===== src/include/cxs_pkg.sv =====
// Constants and types shared by the crosspoint configuration host
package cxs_pkg;

  // ==========================================================
  // Device geometry
  localparam int          NUM_OUTPUTS   = 17;
  localparam logic [4:0]  BCAST_SEL     = 5'h11;
  localparam logic [5:0]  MAX_INPUT     = 6'h20;
  localparam int          SEL_W         = 5;
  localparam int          DATA_W        = 7;
  localparam int          EN_BIT        = 6;

  // ==========================================================
  // Software register map
  localparam logic [7:0]  CTRL_OFS      = 8'h00;
  localparam logic [7:0]  STAT_OFS      = 8'h04;
  localparam int          CTRL_OP_LSB   = 0;
  localparam int          CTRL_SEL_LSB  = 8;
  localparam int          CTRL_DATA_LSB = 16;
  localparam int          STAT_BUSY_BIT = 0;
  localparam int          STAT_ERR_BIT  = 1;
  localparam int          STAT_RD_LSB   = 8;
  localparam logic [31:0] RDATA_RESET   = 32'h0000_0000;

  // Command codes written into the op field
  localparam logic [2:0]  OP_PREPROG    = 3'h1;
  localparam logic [2:0]  OP_READBACK   = 3'h2;
  localparam logic [2:0]  OP_UPDATE     = 3'h3;
  localparam logic [2:0]  OP_TRANSP     = 3'h4;
  localparam logic [2:0]  OP_DEV_RESET  = 3'h5;

  // ==========================================================
  // Timing
  localparam int CLK_PERIOD_NS = 100;
  localparam int SYNC_STAGES   = 2;
  localparam int T_STROBE_NS   = 15;
  localparam int T_DATA_EN_NS  = 15;
  localparam int T_RESET_NS    = 15;
  localparam int STROBE_CYC    =
    (T_STROBE_NS + CLK_PERIOD_NS - 1) / CLK_PERIOD_NS;
  localparam int READ_CYC      = SYNC_STAGES +
    (T_DATA_EN_NS + CLK_PERIOD_NS - 1) / CLK_PERIOD_NS;
  localparam int RESET_CYC     =
    (T_RESET_NS + CLK_PERIOD_NS - 1) / CLK_PERIOD_NS;

  typedef enum logic [2:0]
  {
    ST_IDLE,
    ST_SETUP,
    ST_STROBE,
    ST_HOLD,
    ST_RESET
  } cxs_state_t;

endpackage


===== src/design/cxs_sync.sv =====
// Two-stage synchroniser for a bus of pin inputs
`timescale 1ns/10ps

module cxs_sync
#(
  parameter int WIDTH = 1
)
(
  input  wire logic             CLK_IN,   // System clock
  input  wire logic             RST_B_IN, // Async reset, active low
  input  wire logic [WIDTH-1:0] D_IN,     // Asynchronous input
  output logic      [WIDTH-1:0] Q_OUT     // Synchronised output
);

  logic [WIDTH-1:0] stage1;

  always_ff @(posedge CLK_IN or negedge RST_B_IN)
  begin
    if (!RST_B_IN)
    begin
      stage1 <= '0;
      Q_OUT  <= '0;
    end
    else
    begin
      stage1 <= D_IN;
      Q_OUT  <= stage1;
    end
  end

endmodule


===== src/design/cxs_host_ctrl.sv =====
// Host controller driving the crosspoint switch parallel control pins
//
// Added by the designer: strobed register access and the placing of the registers.
`timescale 1ns/10ps

module cxs_host_ctrl
  import cxs_pkg::*;
(
  input  wire logic              CLK_IN,                // 10 MHz clock
  input  wire logic              RST_B_IN,              // Async reset
  input  wire logic [7:0]        REG_ADDR_IN,           // Register address
  input  wire logic [31:0]       REG_WDATA_IN,          // Write data
  input  wire logic              REG_WR_IN,             // Write strobe
  input  wire logic              REG_RD_IN,             // Read strobe
  output logic      [31:0]       REG_RDATA_OUT,         // Read data
  output logic                   DEV_RESET_N_OUT,       // Device reset
  output logic                   CHIP_SELECT_N_OUT,     // Chip select
  output logic                   WRITE_STROBE_N_OUT,    // First rank write
  output logic                   READBACK_STROBE_N_OUT, // Readback
  output logic                   TRANSFER_STROBE_N_OUT, // Second rank
  output logic      [SEL_W-1:0]  OUTPUT_SELECT_OUT,     // Output address
  input  wire logic [DATA_W-1:0] CONFIG_DATA_IN,        // Data bus level
  output logic      [DATA_W-1:0] CONFIG_DATA_OUT,       // Data bus drive
  output logic                   CONFIG_DATA_OE_N_OUT   // Drive, active low
);

  cxs_state_t        state;
  cxs_state_t        next_state;
  logic [2:0]        cnt;
  logic [2:0]        next_cnt;
  logic [2:0]        op;
  logic [DATA_W-1:0] rb_data;
  logic [DATA_W-1:0] data_sync;
  logic              err;
  logic              ctrl_wr;
  logic              cmd_ok;
  logic              accept;
  logic [2:0]        w_op;
  logic [SEL_W-1:0]  w_sel;
  logic [DATA_W-1:0] w_data;
  logic [2:0]        cur_op;

  // ==========================================================
  // Pin input synchroniser
  cxs_sync #(.WIDTH(DATA_W)) u_data_sync
  (
    .CLK_IN   (CLK_IN),
    .RST_B_IN (RST_B_IN),
    .D_IN     (CONFIG_DATA_IN),
    .Q_OUT    (data_sync)
  );

  // ==========================================================
  // Command decode and checks
  assign ctrl_wr = REG_WR_IN && (REG_ADDR_IN == CTRL_OFS);
  assign w_op    = REG_WDATA_IN[CTRL_OP_LSB +: 3];
  assign w_sel   = REG_WDATA_IN[CTRL_SEL_LSB +: SEL_W];
  assign w_data  = REG_WDATA_IN[CTRL_DATA_LSB +: DATA_W];

  always_comb
  begin
    cmd_ok = 1'b0;
    case (w_op)
      // Broadcast code is a legal write target, anything above is not
      OP_PREPROG, OP_TRANSP:
        cmd_ok = (w_sel <= BCAST_SEL) &&
                 (w_data[5:0] <= MAX_INPUT);
      OP_READBACK:
        cmd_ok = (w_sel < BCAST_SEL);
      OP_UPDATE, OP_DEV_RESET:
        cmd_ok = 1'b1;
      default:
        cmd_ok = 1'b0;
    endcase
  end

  assign accept = ctrl_wr && cmd_ok && (state == ST_IDLE);
  assign cur_op = accept ? w_op : op;

  // ==========================================================
  // Sequencer
  always_comb
  begin
    next_state = state;
    next_cnt   = cnt;
    case (state)
      ST_IDLE:
        if (accept)
        begin
          if (w_op == OP_DEV_RESET)
          begin
            next_state = ST_RESET;
            next_cnt   = 3'(RESET_CYC - 1);
          end
          else
            next_state = ST_SETUP;
        end
      // Address and data settle a full cycle before any strobe falls
      ST_SETUP:
      begin
        next_state = ST_STROBE;
        next_cnt   = (op == OP_READBACK) ? 3'(READ_CYC - 1)
                                         : 3'(STROBE_CYC - 1);
      end
      ST_STROBE:
        if (cnt == 3'h0)
          next_state = ST_HOLD;
        else
          next_cnt = cnt - 3'h1;
      ST_HOLD:
        next_state = ST_IDLE;
      ST_RESET:
        if (cnt == 3'h0)
          next_state = ST_IDLE;
        else
          next_cnt = cnt - 3'h1;
      default:
        next_state = ST_IDLE;
    endcase
  end

  always_ff @(posedge CLK_IN or negedge RST_B_IN)
  begin
    if (!RST_B_IN)
    begin
      state <= ST_IDLE;
      cnt   <= 3'h0;
    end
    else
    begin
      state <= next_state;
      cnt   <= next_cnt;
    end
  end

  // Command latch: address and data stay put for the whole cycle
  always_ff @(posedge CLK_IN or negedge RST_B_IN)
  begin
    if (!RST_B_IN)
    begin
      op                <= 3'h0;
      OUTPUT_SELECT_OUT <= 5'h00;
      CONFIG_DATA_OUT   <= 7'h00;
    end
    else if (accept)
    begin
      op                <= w_op;
      OUTPUT_SELECT_OUT <= w_sel;
      CONFIG_DATA_OUT   <= w_data;
    end
  end

  // ==========================================================
  // Pin drive from next state; cur_op covers the accept edge
  always_ff @(posedge CLK_IN or negedge RST_B_IN)
  begin
    if (!RST_B_IN)
    begin
      DEV_RESET_N_OUT       <= 1'b1;
      CHIP_SELECT_N_OUT     <= 1'b1;
      WRITE_STROBE_N_OUT    <= 1'b1;
      READBACK_STROBE_N_OUT <= 1'b1;
      TRANSFER_STROBE_N_OUT <= 1'b1;
      CONFIG_DATA_OE_N_OUT  <= 1'b1;
    end
    else
    begin
      DEV_RESET_N_OUT       <= (next_state != ST_RESET);
      // Idle leaves the device deselected and the bus released
      CHIP_SELECT_N_OUT     <= (next_state == ST_IDLE ||
                                next_state == ST_RESET);
      WRITE_STROBE_N_OUT    <= !(next_state == ST_STROBE &&
                                 (op == OP_PREPROG ||
                                  op == OP_TRANSP));
      READBACK_STROBE_N_OUT <= !(next_state == ST_STROBE &&
                                 op == OP_READBACK);
      TRANSFER_STROBE_N_OUT <= !(next_state == ST_STROBE &&
                                 (op == OP_UPDATE ||
                                  op == OP_TRANSP));
      CONFIG_DATA_OE_N_OUT  <= !(next_state != ST_IDLE &&
                                 next_state != ST_RESET &&
                                 (cur_op == OP_PREPROG ||
                                  cur_op == OP_TRANSP));
    end
  end

  // ==========================================================
  // Readback capture on the last strobe cycle, after sync latency
  always_ff @(posedge CLK_IN or negedge RST_B_IN)
  begin
    if (!RST_B_IN)
      rb_data <= 7'h00;
    else if (state == ST_STROBE && cnt == 3'h0 && op == OP_READBACK)
      rb_data <= data_sync;
  end

  // Refused command flag; a new refusal wins over the clear
  always_ff @(posedge CLK_IN or negedge RST_B_IN)
  begin
    if (!RST_B_IN)
      err <= 1'b0;
    else if (ctrl_wr && !accept)
      err <= 1'b1;
    else if (REG_WR_IN && REG_ADDR_IN == STAT_OFS &&
             REG_WDATA_IN[STAT_ERR_BIT])
      err <= 1'b0;
  end

  // ==========================================================
  // Register read port
  always_ff @(posedge CLK_IN or negedge RST_B_IN)
  begin
    if (!RST_B_IN)
      REG_RDATA_OUT <= RDATA_RESET;
    else
    begin
      REG_RDATA_OUT <= RDATA_RESET;
      if (REG_RD_IN && REG_ADDR_IN == STAT_OFS)
      begin
        REG_RDATA_OUT[STAT_BUSY_BIT]           <= (state != ST_IDLE);
        REG_RDATA_OUT[STAT_ERR_BIT]            <= err;
        REG_RDATA_OUT[STAT_RD_LSB +: DATA_W]   <= rb_data;
      end
      else if (REG_RD_IN && REG_ADDR_IN == CTRL_OFS)
      begin
        REG_RDATA_OUT[CTRL_OP_LSB +: 3]        <= op;
        REG_RDATA_OUT[CTRL_SEL_LSB +: SEL_W]   <= OUTPUT_SELECT_OUT;
        REG_RDATA_OUT[CTRL_DATA_LSB +: DATA_W] <= CONFIG_DATA_OUT;
      end
    end
  end

  // ==========================================================
  // Checks
  chk_write_read_excl : assert property
    (@(posedge CLK_IN) disable iff (!RST_B_IN)
     !(!WRITE_STROBE_N_OUT && !READBACK_STROBE_N_OUT))
    else $error("write and readback strobes low together");
  chk_strobe_needs_cs : assert property
    (@(posedge CLK_IN) disable iff (!RST_B_IN)
     (!WRITE_STROBE_N_OUT || !READBACK_STROBE_N_OUT ||
      !TRANSFER_STROBE_N_OUT) |-> !CHIP_SELECT_N_OUT &&
     $past(!CHIP_SELECT_N_OUT))
    else $error("strobe without settled chip select");
  chk_read_bus_free : assert property
    (@(posedge CLK_IN) disable iff (!RST_B_IN)
     !READBACK_STROBE_N_OUT |-> CONFIG_DATA_OE_N_OUT)
    else $error("host drives data bus during readback");
  chk_no_bcast_read : assert property
    (@(posedge CLK_IN) disable iff (!RST_B_IN)
     !READBACK_STROBE_N_OUT |-> OUTPUT_SELECT_OUT < BCAST_SEL)
    else $error("readback at broadcast or reserved address");
  chk_sel_in_range : assert property
    (@(posedge CLK_IN) disable iff (!RST_B_IN)
     !CHIP_SELECT_N_OUT && (op == OP_PREPROG || op == OP_TRANSP)
     |-> OUTPUT_SELECT_OUT <= BCAST_SEL &&
         CONFIG_DATA_OUT[5:0] <= MAX_INPUT)
    else $error("reserved output or input code used");
  chk_write_setup : assert property
    (@(posedge CLK_IN) disable iff (!RST_B_IN)
     $fell(WRITE_STROBE_N_OUT) |-> $past(!CONFIG_DATA_OE_N_OUT) &&
     $stable(CONFIG_DATA_OUT) ##1 WRITE_STROBE_N_OUT &&
     !CONFIG_DATA_OE_N_OUT)
    else $error("write data not held around strobe");
  chk_update_pulse : assert property
    (@(posedge CLK_IN) disable iff (!RST_B_IN)
     $fell(TRANSFER_STROBE_N_OUT) |=> TRANSFER_STROBE_N_OUT ##1
     CHIP_SELECT_N_OUT)
    else $error("transfer strobe pulse or hold wrong");
  chk_read_length : assert property
    (@(posedge CLK_IN) disable iff (!RST_B_IN)
     $fell(READBACK_STROBE_N_OUT) |-> !READBACK_STROBE_N_OUT[*3]
     ##1 READBACK_STROBE_N_OUT)
    else $error("readback strobe length wrong");
  chk_idle_quiet : assert property
    (@(posedge CLK_IN) disable iff (!RST_B_IN)
     state == ST_IDLE && $past(state) == ST_IDLE
     |-> CHIP_SELECT_N_OUT && CONFIG_DATA_OE_N_OUT)
    else $error("idle host still selecting device");
  chk_dev_reset : assert property
    (@(posedge CLK_IN) disable iff (!RST_B_IN)
     $fell(DEV_RESET_N_OUT) |-> CHIP_SELECT_N_OUT ##1
     DEV_RESET_N_OUT)
    else $error("device reset pulse wrong");
endmodule


===== config.mk =====
export PLATFORM = sky130hd
export DESIGN_NAME = cxs_host_ctrl
export DESIGN_NICKNAME = d
export VERILOG_FILES = /design/src/include/cxs_pkg.sv /design/src/design/cxs_sync.sv /design/src/design/cxs_host_ctrl.sv
export SDC_FILE = /design/constraint.sdc
export NUM_CORES = 1
export LEC_CHECK = 0
export BUFFER_PORTS_ARGS = -buffer_cell sky130_fd_sc_hd__buf_2
export CORE_UTILIZATION = 45
export DETAILED_ROUTE_END_ITERATION = 6
export PLACE_DENSITY_LB_ADDON = 0.2
export RECOVER_POWER = 25
export SYNTH_ARGS = -nofsm -noshare
export SYNTH_HDL_FRONTEND = slang
export SYNTH_SLANG_ARGS = --single-unit

===== constraint.sdc =====
create_clock -name CLK_IN -period 3.3 [get_ports CLK_IN]
set_clock_uncertainty 0.15 [all_clocks]
set_input_delay 0.495 -clock CLK_IN [delete_from_list [all_inputs] [get_ports CLK_IN]]
set_output_delay 0.495 -clock CLK_IN [all_outputs]
set_load 0.02 [all_outputs]

==> impl_results.md, run 1 <==
- Status: finished, final reports clean
- Hold Path Depth: 1
- Final ANT Viol Nets: 0
- Pre-Repair DR Iteration Count: 4
- Vias in the first global route: 1697
- Max Cap Violations: 0
- Worst Path Required: 3370 ps
- Max Transition Viols Final: 0
- First-pass GRT wire length: 8.02 mm
- Die X: 80.8 um
- Leakage: 1.70 nW
- P&R area growth vs syn: 20.5%
- Levels on crit path: 6
- Period utilization: 78.3%
- Crit start category: register
- Crit path max-delay cell type: dfrtp_1
- Worst skew pair latency: 330 ps
- Largest net degree at the start of global routing: 28
- Initial antenna violation count: 0
- Cell area after synthesis: 2800 um2
- Worst r2r src: state[2]
- CTS root buf: clkbuf_8
- Crit path largest cell delay: 500 ps
- Ys async rst share: 100%
- Total GRT Usage: 16.9%
- Top-Level Pins: 101
- Yosys top cell area share: 53.7%
- Reg2reg end: OUTPUT_SELECT_OUT[2]
- Worst slew pin tran: 1160 ps
- Number of synthesized flops with an enable pin: 0
- Layout Nets: 347
- Synth cell types: 50
- Final setup fails: 0
- Slew margin rel.: 22.5%
- Layout cells sized above 1: 38.8%
- Area contributors post-synth: dfrtp_1, dfstp_2, mux2_4
- YS warnings: 0
- Worst hold path type: primary input to register
- Worst VDD drop: 311 uV
- Drt total wl: 5.04 mm
- # fillers: 515
- # Post-CTS Setup Buffers: 0
- CP max FO: 11
- Initial drt markers: 112
- N_diodes: 0
- Prevailing post-synth register cell: dfrtp_1
- Most common cell after layout, fill and taps aside: buf_2
- #FFs+latches synth: 66
- Hpwl dp: 3.74 mm
- Die ar.: 6530 um2
- Worst path cell trace: nor3_2 > inv_1 > or3_4 > a31oi_4 > buf_4 > mux2_4
- Clock transition at path regs: 70 ps
- GRT Residual Overflow: 0
- Site Rows: 28
- Setup crit end: OUTPUT_SELECT_OUT[2]
- Via density: 4.86
- PwrDens: 616 nW/um2
- Final Hold Vio Count: 0
- Worst Path Arrival: 2650 ps
- CTS Buf Count: 9
- Fmax: 387 MHz
- CTS tree: done
- Avg Cell Area, Syn: 12.8 um2
- Fin crit period: 2580 ps
- Initial Utilization: 46.9%
- Clock sink total: 66
- WP buf/inv: 2
- Critical path capture point type: register
- Yosys top cell by area: dfrtp_1
- Total core area: 5960 um2
- Global placer's final weighted congestion: 0.777
- Fin cells: 374
- DRC Markers: 0
- Sequential area share after synthesis: 59.4%
- Most frequent cells in the layout: buf_2, dfrtp_1, nor2_1
- Worst Setup Path Type: register to register
- Worst setup startpoint: state[2]
- Top Family by Delay on Critical Path: simple AND/OR/NAND/NOR gates
- Cells after Synth: 219
- Die H: 80.8 um
- Worst r2r path cells: 6
- CTS max path bufs: 2
- Placed Cells: 357
- Worst R2R Setup Slack: 720 ps
- IO Port Bufs: 68
- Total number of vias: 1818
- Unrepaired setup endpoints after global routing: false
- Avg WL per Cell: 13.5 um
- Setup TNS: 0 ps
- Htree depth: 3
-- final cells by class --
class / count / area [um2] / share of cell area [%]
Clock inverter: 7 / 93.8 / 2.78
Inverter: 5 / 18.8 / 0.557
Timing Repair Buffer: 72 / 367 / 10.9
Clock buffer: 9 / 124 / 3.68
Multi-Input combinational cell: 140 / 1010 / 30.1
Tap cell: 75 / 93.8 / 2.78
Sequential cell: 66 / 1660 / 49.2
-- stage by stage --
| stage | total power, mW | hold WS [ps] | setup WS, ps | area, um2 | utilization (%) |
|---|---|---|---|---|---|
| 2_1_floorplan | 1.26 | 49.4 | 988 | 2850 | - |
| 3_3_place_gp | 1.36 | 181 | 523 | 3150 | 52.9 |
| 3_5_place_dp | 1.37 | 187 | 459 | 3150 | 52.9 |
| 4_1_cts | 2.10 | 95.3 | 724 | 3380 | 56.7 |
| 5_1_grt | 2.19 | 94.4 | 537 | 3370 | 56.6 |
| 6_report | 2.08 | 110 | 716 | 3370 | 56.6 |
-- cells in the mapped netlist (5+ instances only) --
master     n
dfrtp_1   60
dfstp_2    6
inv_1      5
nor3_1     5
buf_4     15
o21ai_0    6
nor2b_1    7
nor2_1    19
nand3_1    6
and2_1     8
clkbuf_1   5
nand2_1    5
mux2i_1    6
mux2_2    11
mux2_4     9
-- worst min-delay path by stage --
stage                                     start               endpoint  slack [ps]
after floorplan                        RST_B_IN     CONFIG_DATA_OUT[0]          50
after global placement    u_data_sync.stage1[0]   u_data_sync.Q_OUT[0]         180
after detailed placement  u_data_sync.stage1[3]   u_data_sync.Q_OUT[3]         190
after CTS                     CONFIG_DATA_IN[0]  u_data_sync.stage1[0]         100
after global routing          CONFIG_DATA_IN[0]  u_data_sync.stage1[0]          90
final                         CONFIG_DATA_IN[0]  u_data_sync.stage1[0]         110
-- state kept, by name, indices dropped and copies added, names as in the netlist --
name,cells
OUTPUT_SELECT_OUT,5
DEV_RESET_N_OUT,1
CONFIG_DATA_OE_N_OUT,1
op,3
u_data_sync.stage1,7
TRANSFER_STROBE_N_OUT,1
READBACK_STROBE_N_OUT,1
cnt,3
rb_data,7
WRITE_STROBE_N_OUT,1
CHIP_SELECT_N_OUT,1
REG_RDATA_OUT,17
CONFIG_DATA_OUT,7
state,3
err,1
u_data_sync.Q_OUT,7
-- kinds of logic (layout without fill, tap and decap cells) --
kind of cell    after synthesis  after routing  share of synthesized area (%)
fa+ha+maj                     2              2                          0.895
xor+xnor                      4              4                           1.25
simple gates                 65             65                           13.2
mux                          26             26                           11.4
other cells                   1             15                          0.134
compound gates               28             28                           7.43
buf+inv                      27             93                           6.27
flops                        66             66                           59.4
-- report_power, final --
part           leakage, nW  switching (mW)  internal, mW
clock                0.105           0.302         0.423
combinational        0.742           0.241         0.161
sequential           0.851          0.0542         0.894
total                 1.70           0.598          1.48
-- per-layer routing --
metal	share of wire, %	wire, um	GRT usage (%)
met5	0	0	0
met4	1.6	82	8.04
met3	4.2	214	4.16
met2	50	2520	28.2
met1	44	2220	20.5
-- repair_timing --
item,CTS,global route
resized for setup,0,0
hold endpoints to repair,14,0
hold buffers,1,0
Note: power is estimated with default switching activity, not from simulation.
==> run 2: changes to the inputs <==
- CORE_UTILIZATION: 45 -> 44
- clock period: 3.3 -> 2.2 ns (I/O delays scaled with it)
==> impl_results.md, run 2 (synthesis gave the netlist of run 1 again) <==
- Post-CTS Resized: 0
- Worst VDD drop: 489 uV
- PnR worst setup slack: 73.1 ps
- Pre-CTS setup slack: -139 ps
- Top-Level Pins: 101
- Largest net degree at the start of global routing: 49
- Global placer's final weighted congestion: 0.780
- Final Hold Vio Count: 0
- GR Util met1: 22.8%
- Final setup fails: 0
- Site Rows: 28
- CTS tree: done
- Clock transition at path regs: 80 ps
- Drt total wl: 5.31 mm
- Worst r2r src: state[2]
- Status: finished, final reports clean
- CTS Hold Bufs: 8
- Worst Path Arrival: 2200 ps
- Vias in the first global route: 1847
- Hold EP: CONFIG_DATA_OUT[6]
- Reg2reg end: CONFIG_DATA_OUT[2]
- Htree depth: 3
- GRT Residual Overflow: 0
- Total GRT Usage: 18.4%
- Die H: 81.7 um
- Worst Setup Path Type: register to register
- Max Transition Viols Final: 0
- N_diodes: 0
- Setup TNS: 0 ps
- Hpwl dp: 3.88 mm
- Most frequent cells in the layout: buf_2, dfrtp_1, nor2_1
- Worst Path Required: 2270 ps
- CTS root buf: clkbuf_8
- Crit start category: register
- Initial drt markers: 102
- Worst Hold Slack: 72.1 ps
- Die ar.: 6680 um2
- Placed Area: 3280 um2
- Worst hold path type: primary input to register
- CP max FO: 8
- First-pass GRT wire length: 8.76 mm
- Met3 usage: 4.44%
- Most common cell after layout, fill and taps aside: buf_2
- Period utilization: 96.7%
- Avg WL per Cell: 13.4 um
- DRC Markers: 0
- Worst R2R Setup Slack: 70 ps
- Clock sink total: 66
- Met2 global-route usage: 29.3%
- Total number of vias: 1915
- Initial antenna violation count: 0
- CTS Buf Count: 9
- Grt peak-use layer: met2
- Max Cap Violations: 0
- Fin crit period: 2130 ps
- Max FFs per register: 17
- P&R area growth vs syn: 28.0%
- # Post-CTS Setup Buffers: 0
- Leakage: 1.82 nW
- Total core area: 6030 um2
- Final ANT Viol Nets: 0
- Fmax: 470 MHz
- # fillers: 530
- IO Port Bufs: 68
- Layout Nets: 370
- Hold_sp: REG_WDATA_IN[22]
- Hold Path Depth: 2
- Slew margin rel.: 31.2%
- Pre-Repair DR Iteration Count: 4
- PwrDens: 903 nW/um2
- Unrepaired setup endpoints after global routing: false
- Worst slew pin tran: 1030 ps
- Worst skew pair latency: 340 ps
- Via density: 4.82
- Critical path capture point type: register
- Die X: 81.7 um
- Biggest register: REG_RDATA_OUT
- Post-route cell area: 3580 um2
- CTS max path bufs: 2
- Initial Utilization: 46.4%
- Worst r2r path cells: 6
- Layout cells sized above 1: 41.3%
-- run 2: critical path, stage by stage, from the launching register on --
cell and delay (ps):
dfrtp_1 410, nor3_2 240, inv_1 90, or3_4 390, a31oi_4 170, buf_4 210, mux2_2 340
-- run 2: power by group --
part	internal (mW)	switching [mW]
registers	1.34	0.0453
logic	0.287	0.414
clock network	0.647	0.495
-- run 2: worst max path at each step --
stage                      from                 end  slack, ps  cells after the start
2_1_floorplan  REG_WDATA_IN[17]  CONFIG_DATA_OUT[4]         50                      6
6_report               state[2]  CONFIG_DATA_OUT[2]         70                      6
3_3_place_gp   REG_WDATA_IN[17]  CONFIG_DATA_OUT[3]       -100                      7
4_1_cts                state[2]  CONFIG_DATA_OUT[2]         80                      6
5_1_grt                state[2]  CONFIG_DATA_OUT[2]          3                      6
3_5_place_dp   REG_WDATA_IN[17]  CONFIG_DATA_OUT[3]       -140                      7
-- run 2: final cells by class --
type	instances	area, um2	area share, %
inverters	5	18.8	0.525
well taps	75	93.8	2.62
multi-input cells	140	1010	28.3
clock inverters	7	103	2.87
flip-flops and latches	66	1660	46.4
clock buffers	9	124	3.46
repair buffers	95	566	15.8
-- run 2: metrics by stage --
step,utilization (%),cells,power (mW)
after floorplan,-,233,1.89
after global placement,54.4,373,2.09
after detailed placement,54.4,373,2.11
after CTS,59.5,397,3.28
after global routing,59.4,397,3.41
final,59.4,397,3.23
-- run 2: metal layers --
layer | up-vias | part of all wire, %
met5 | - | 0
met1 | 928 | 44
li1 | 925 | -
met2 | 51 | 50
met3 | 11 | 4.0
met4 | 0 | 2.5
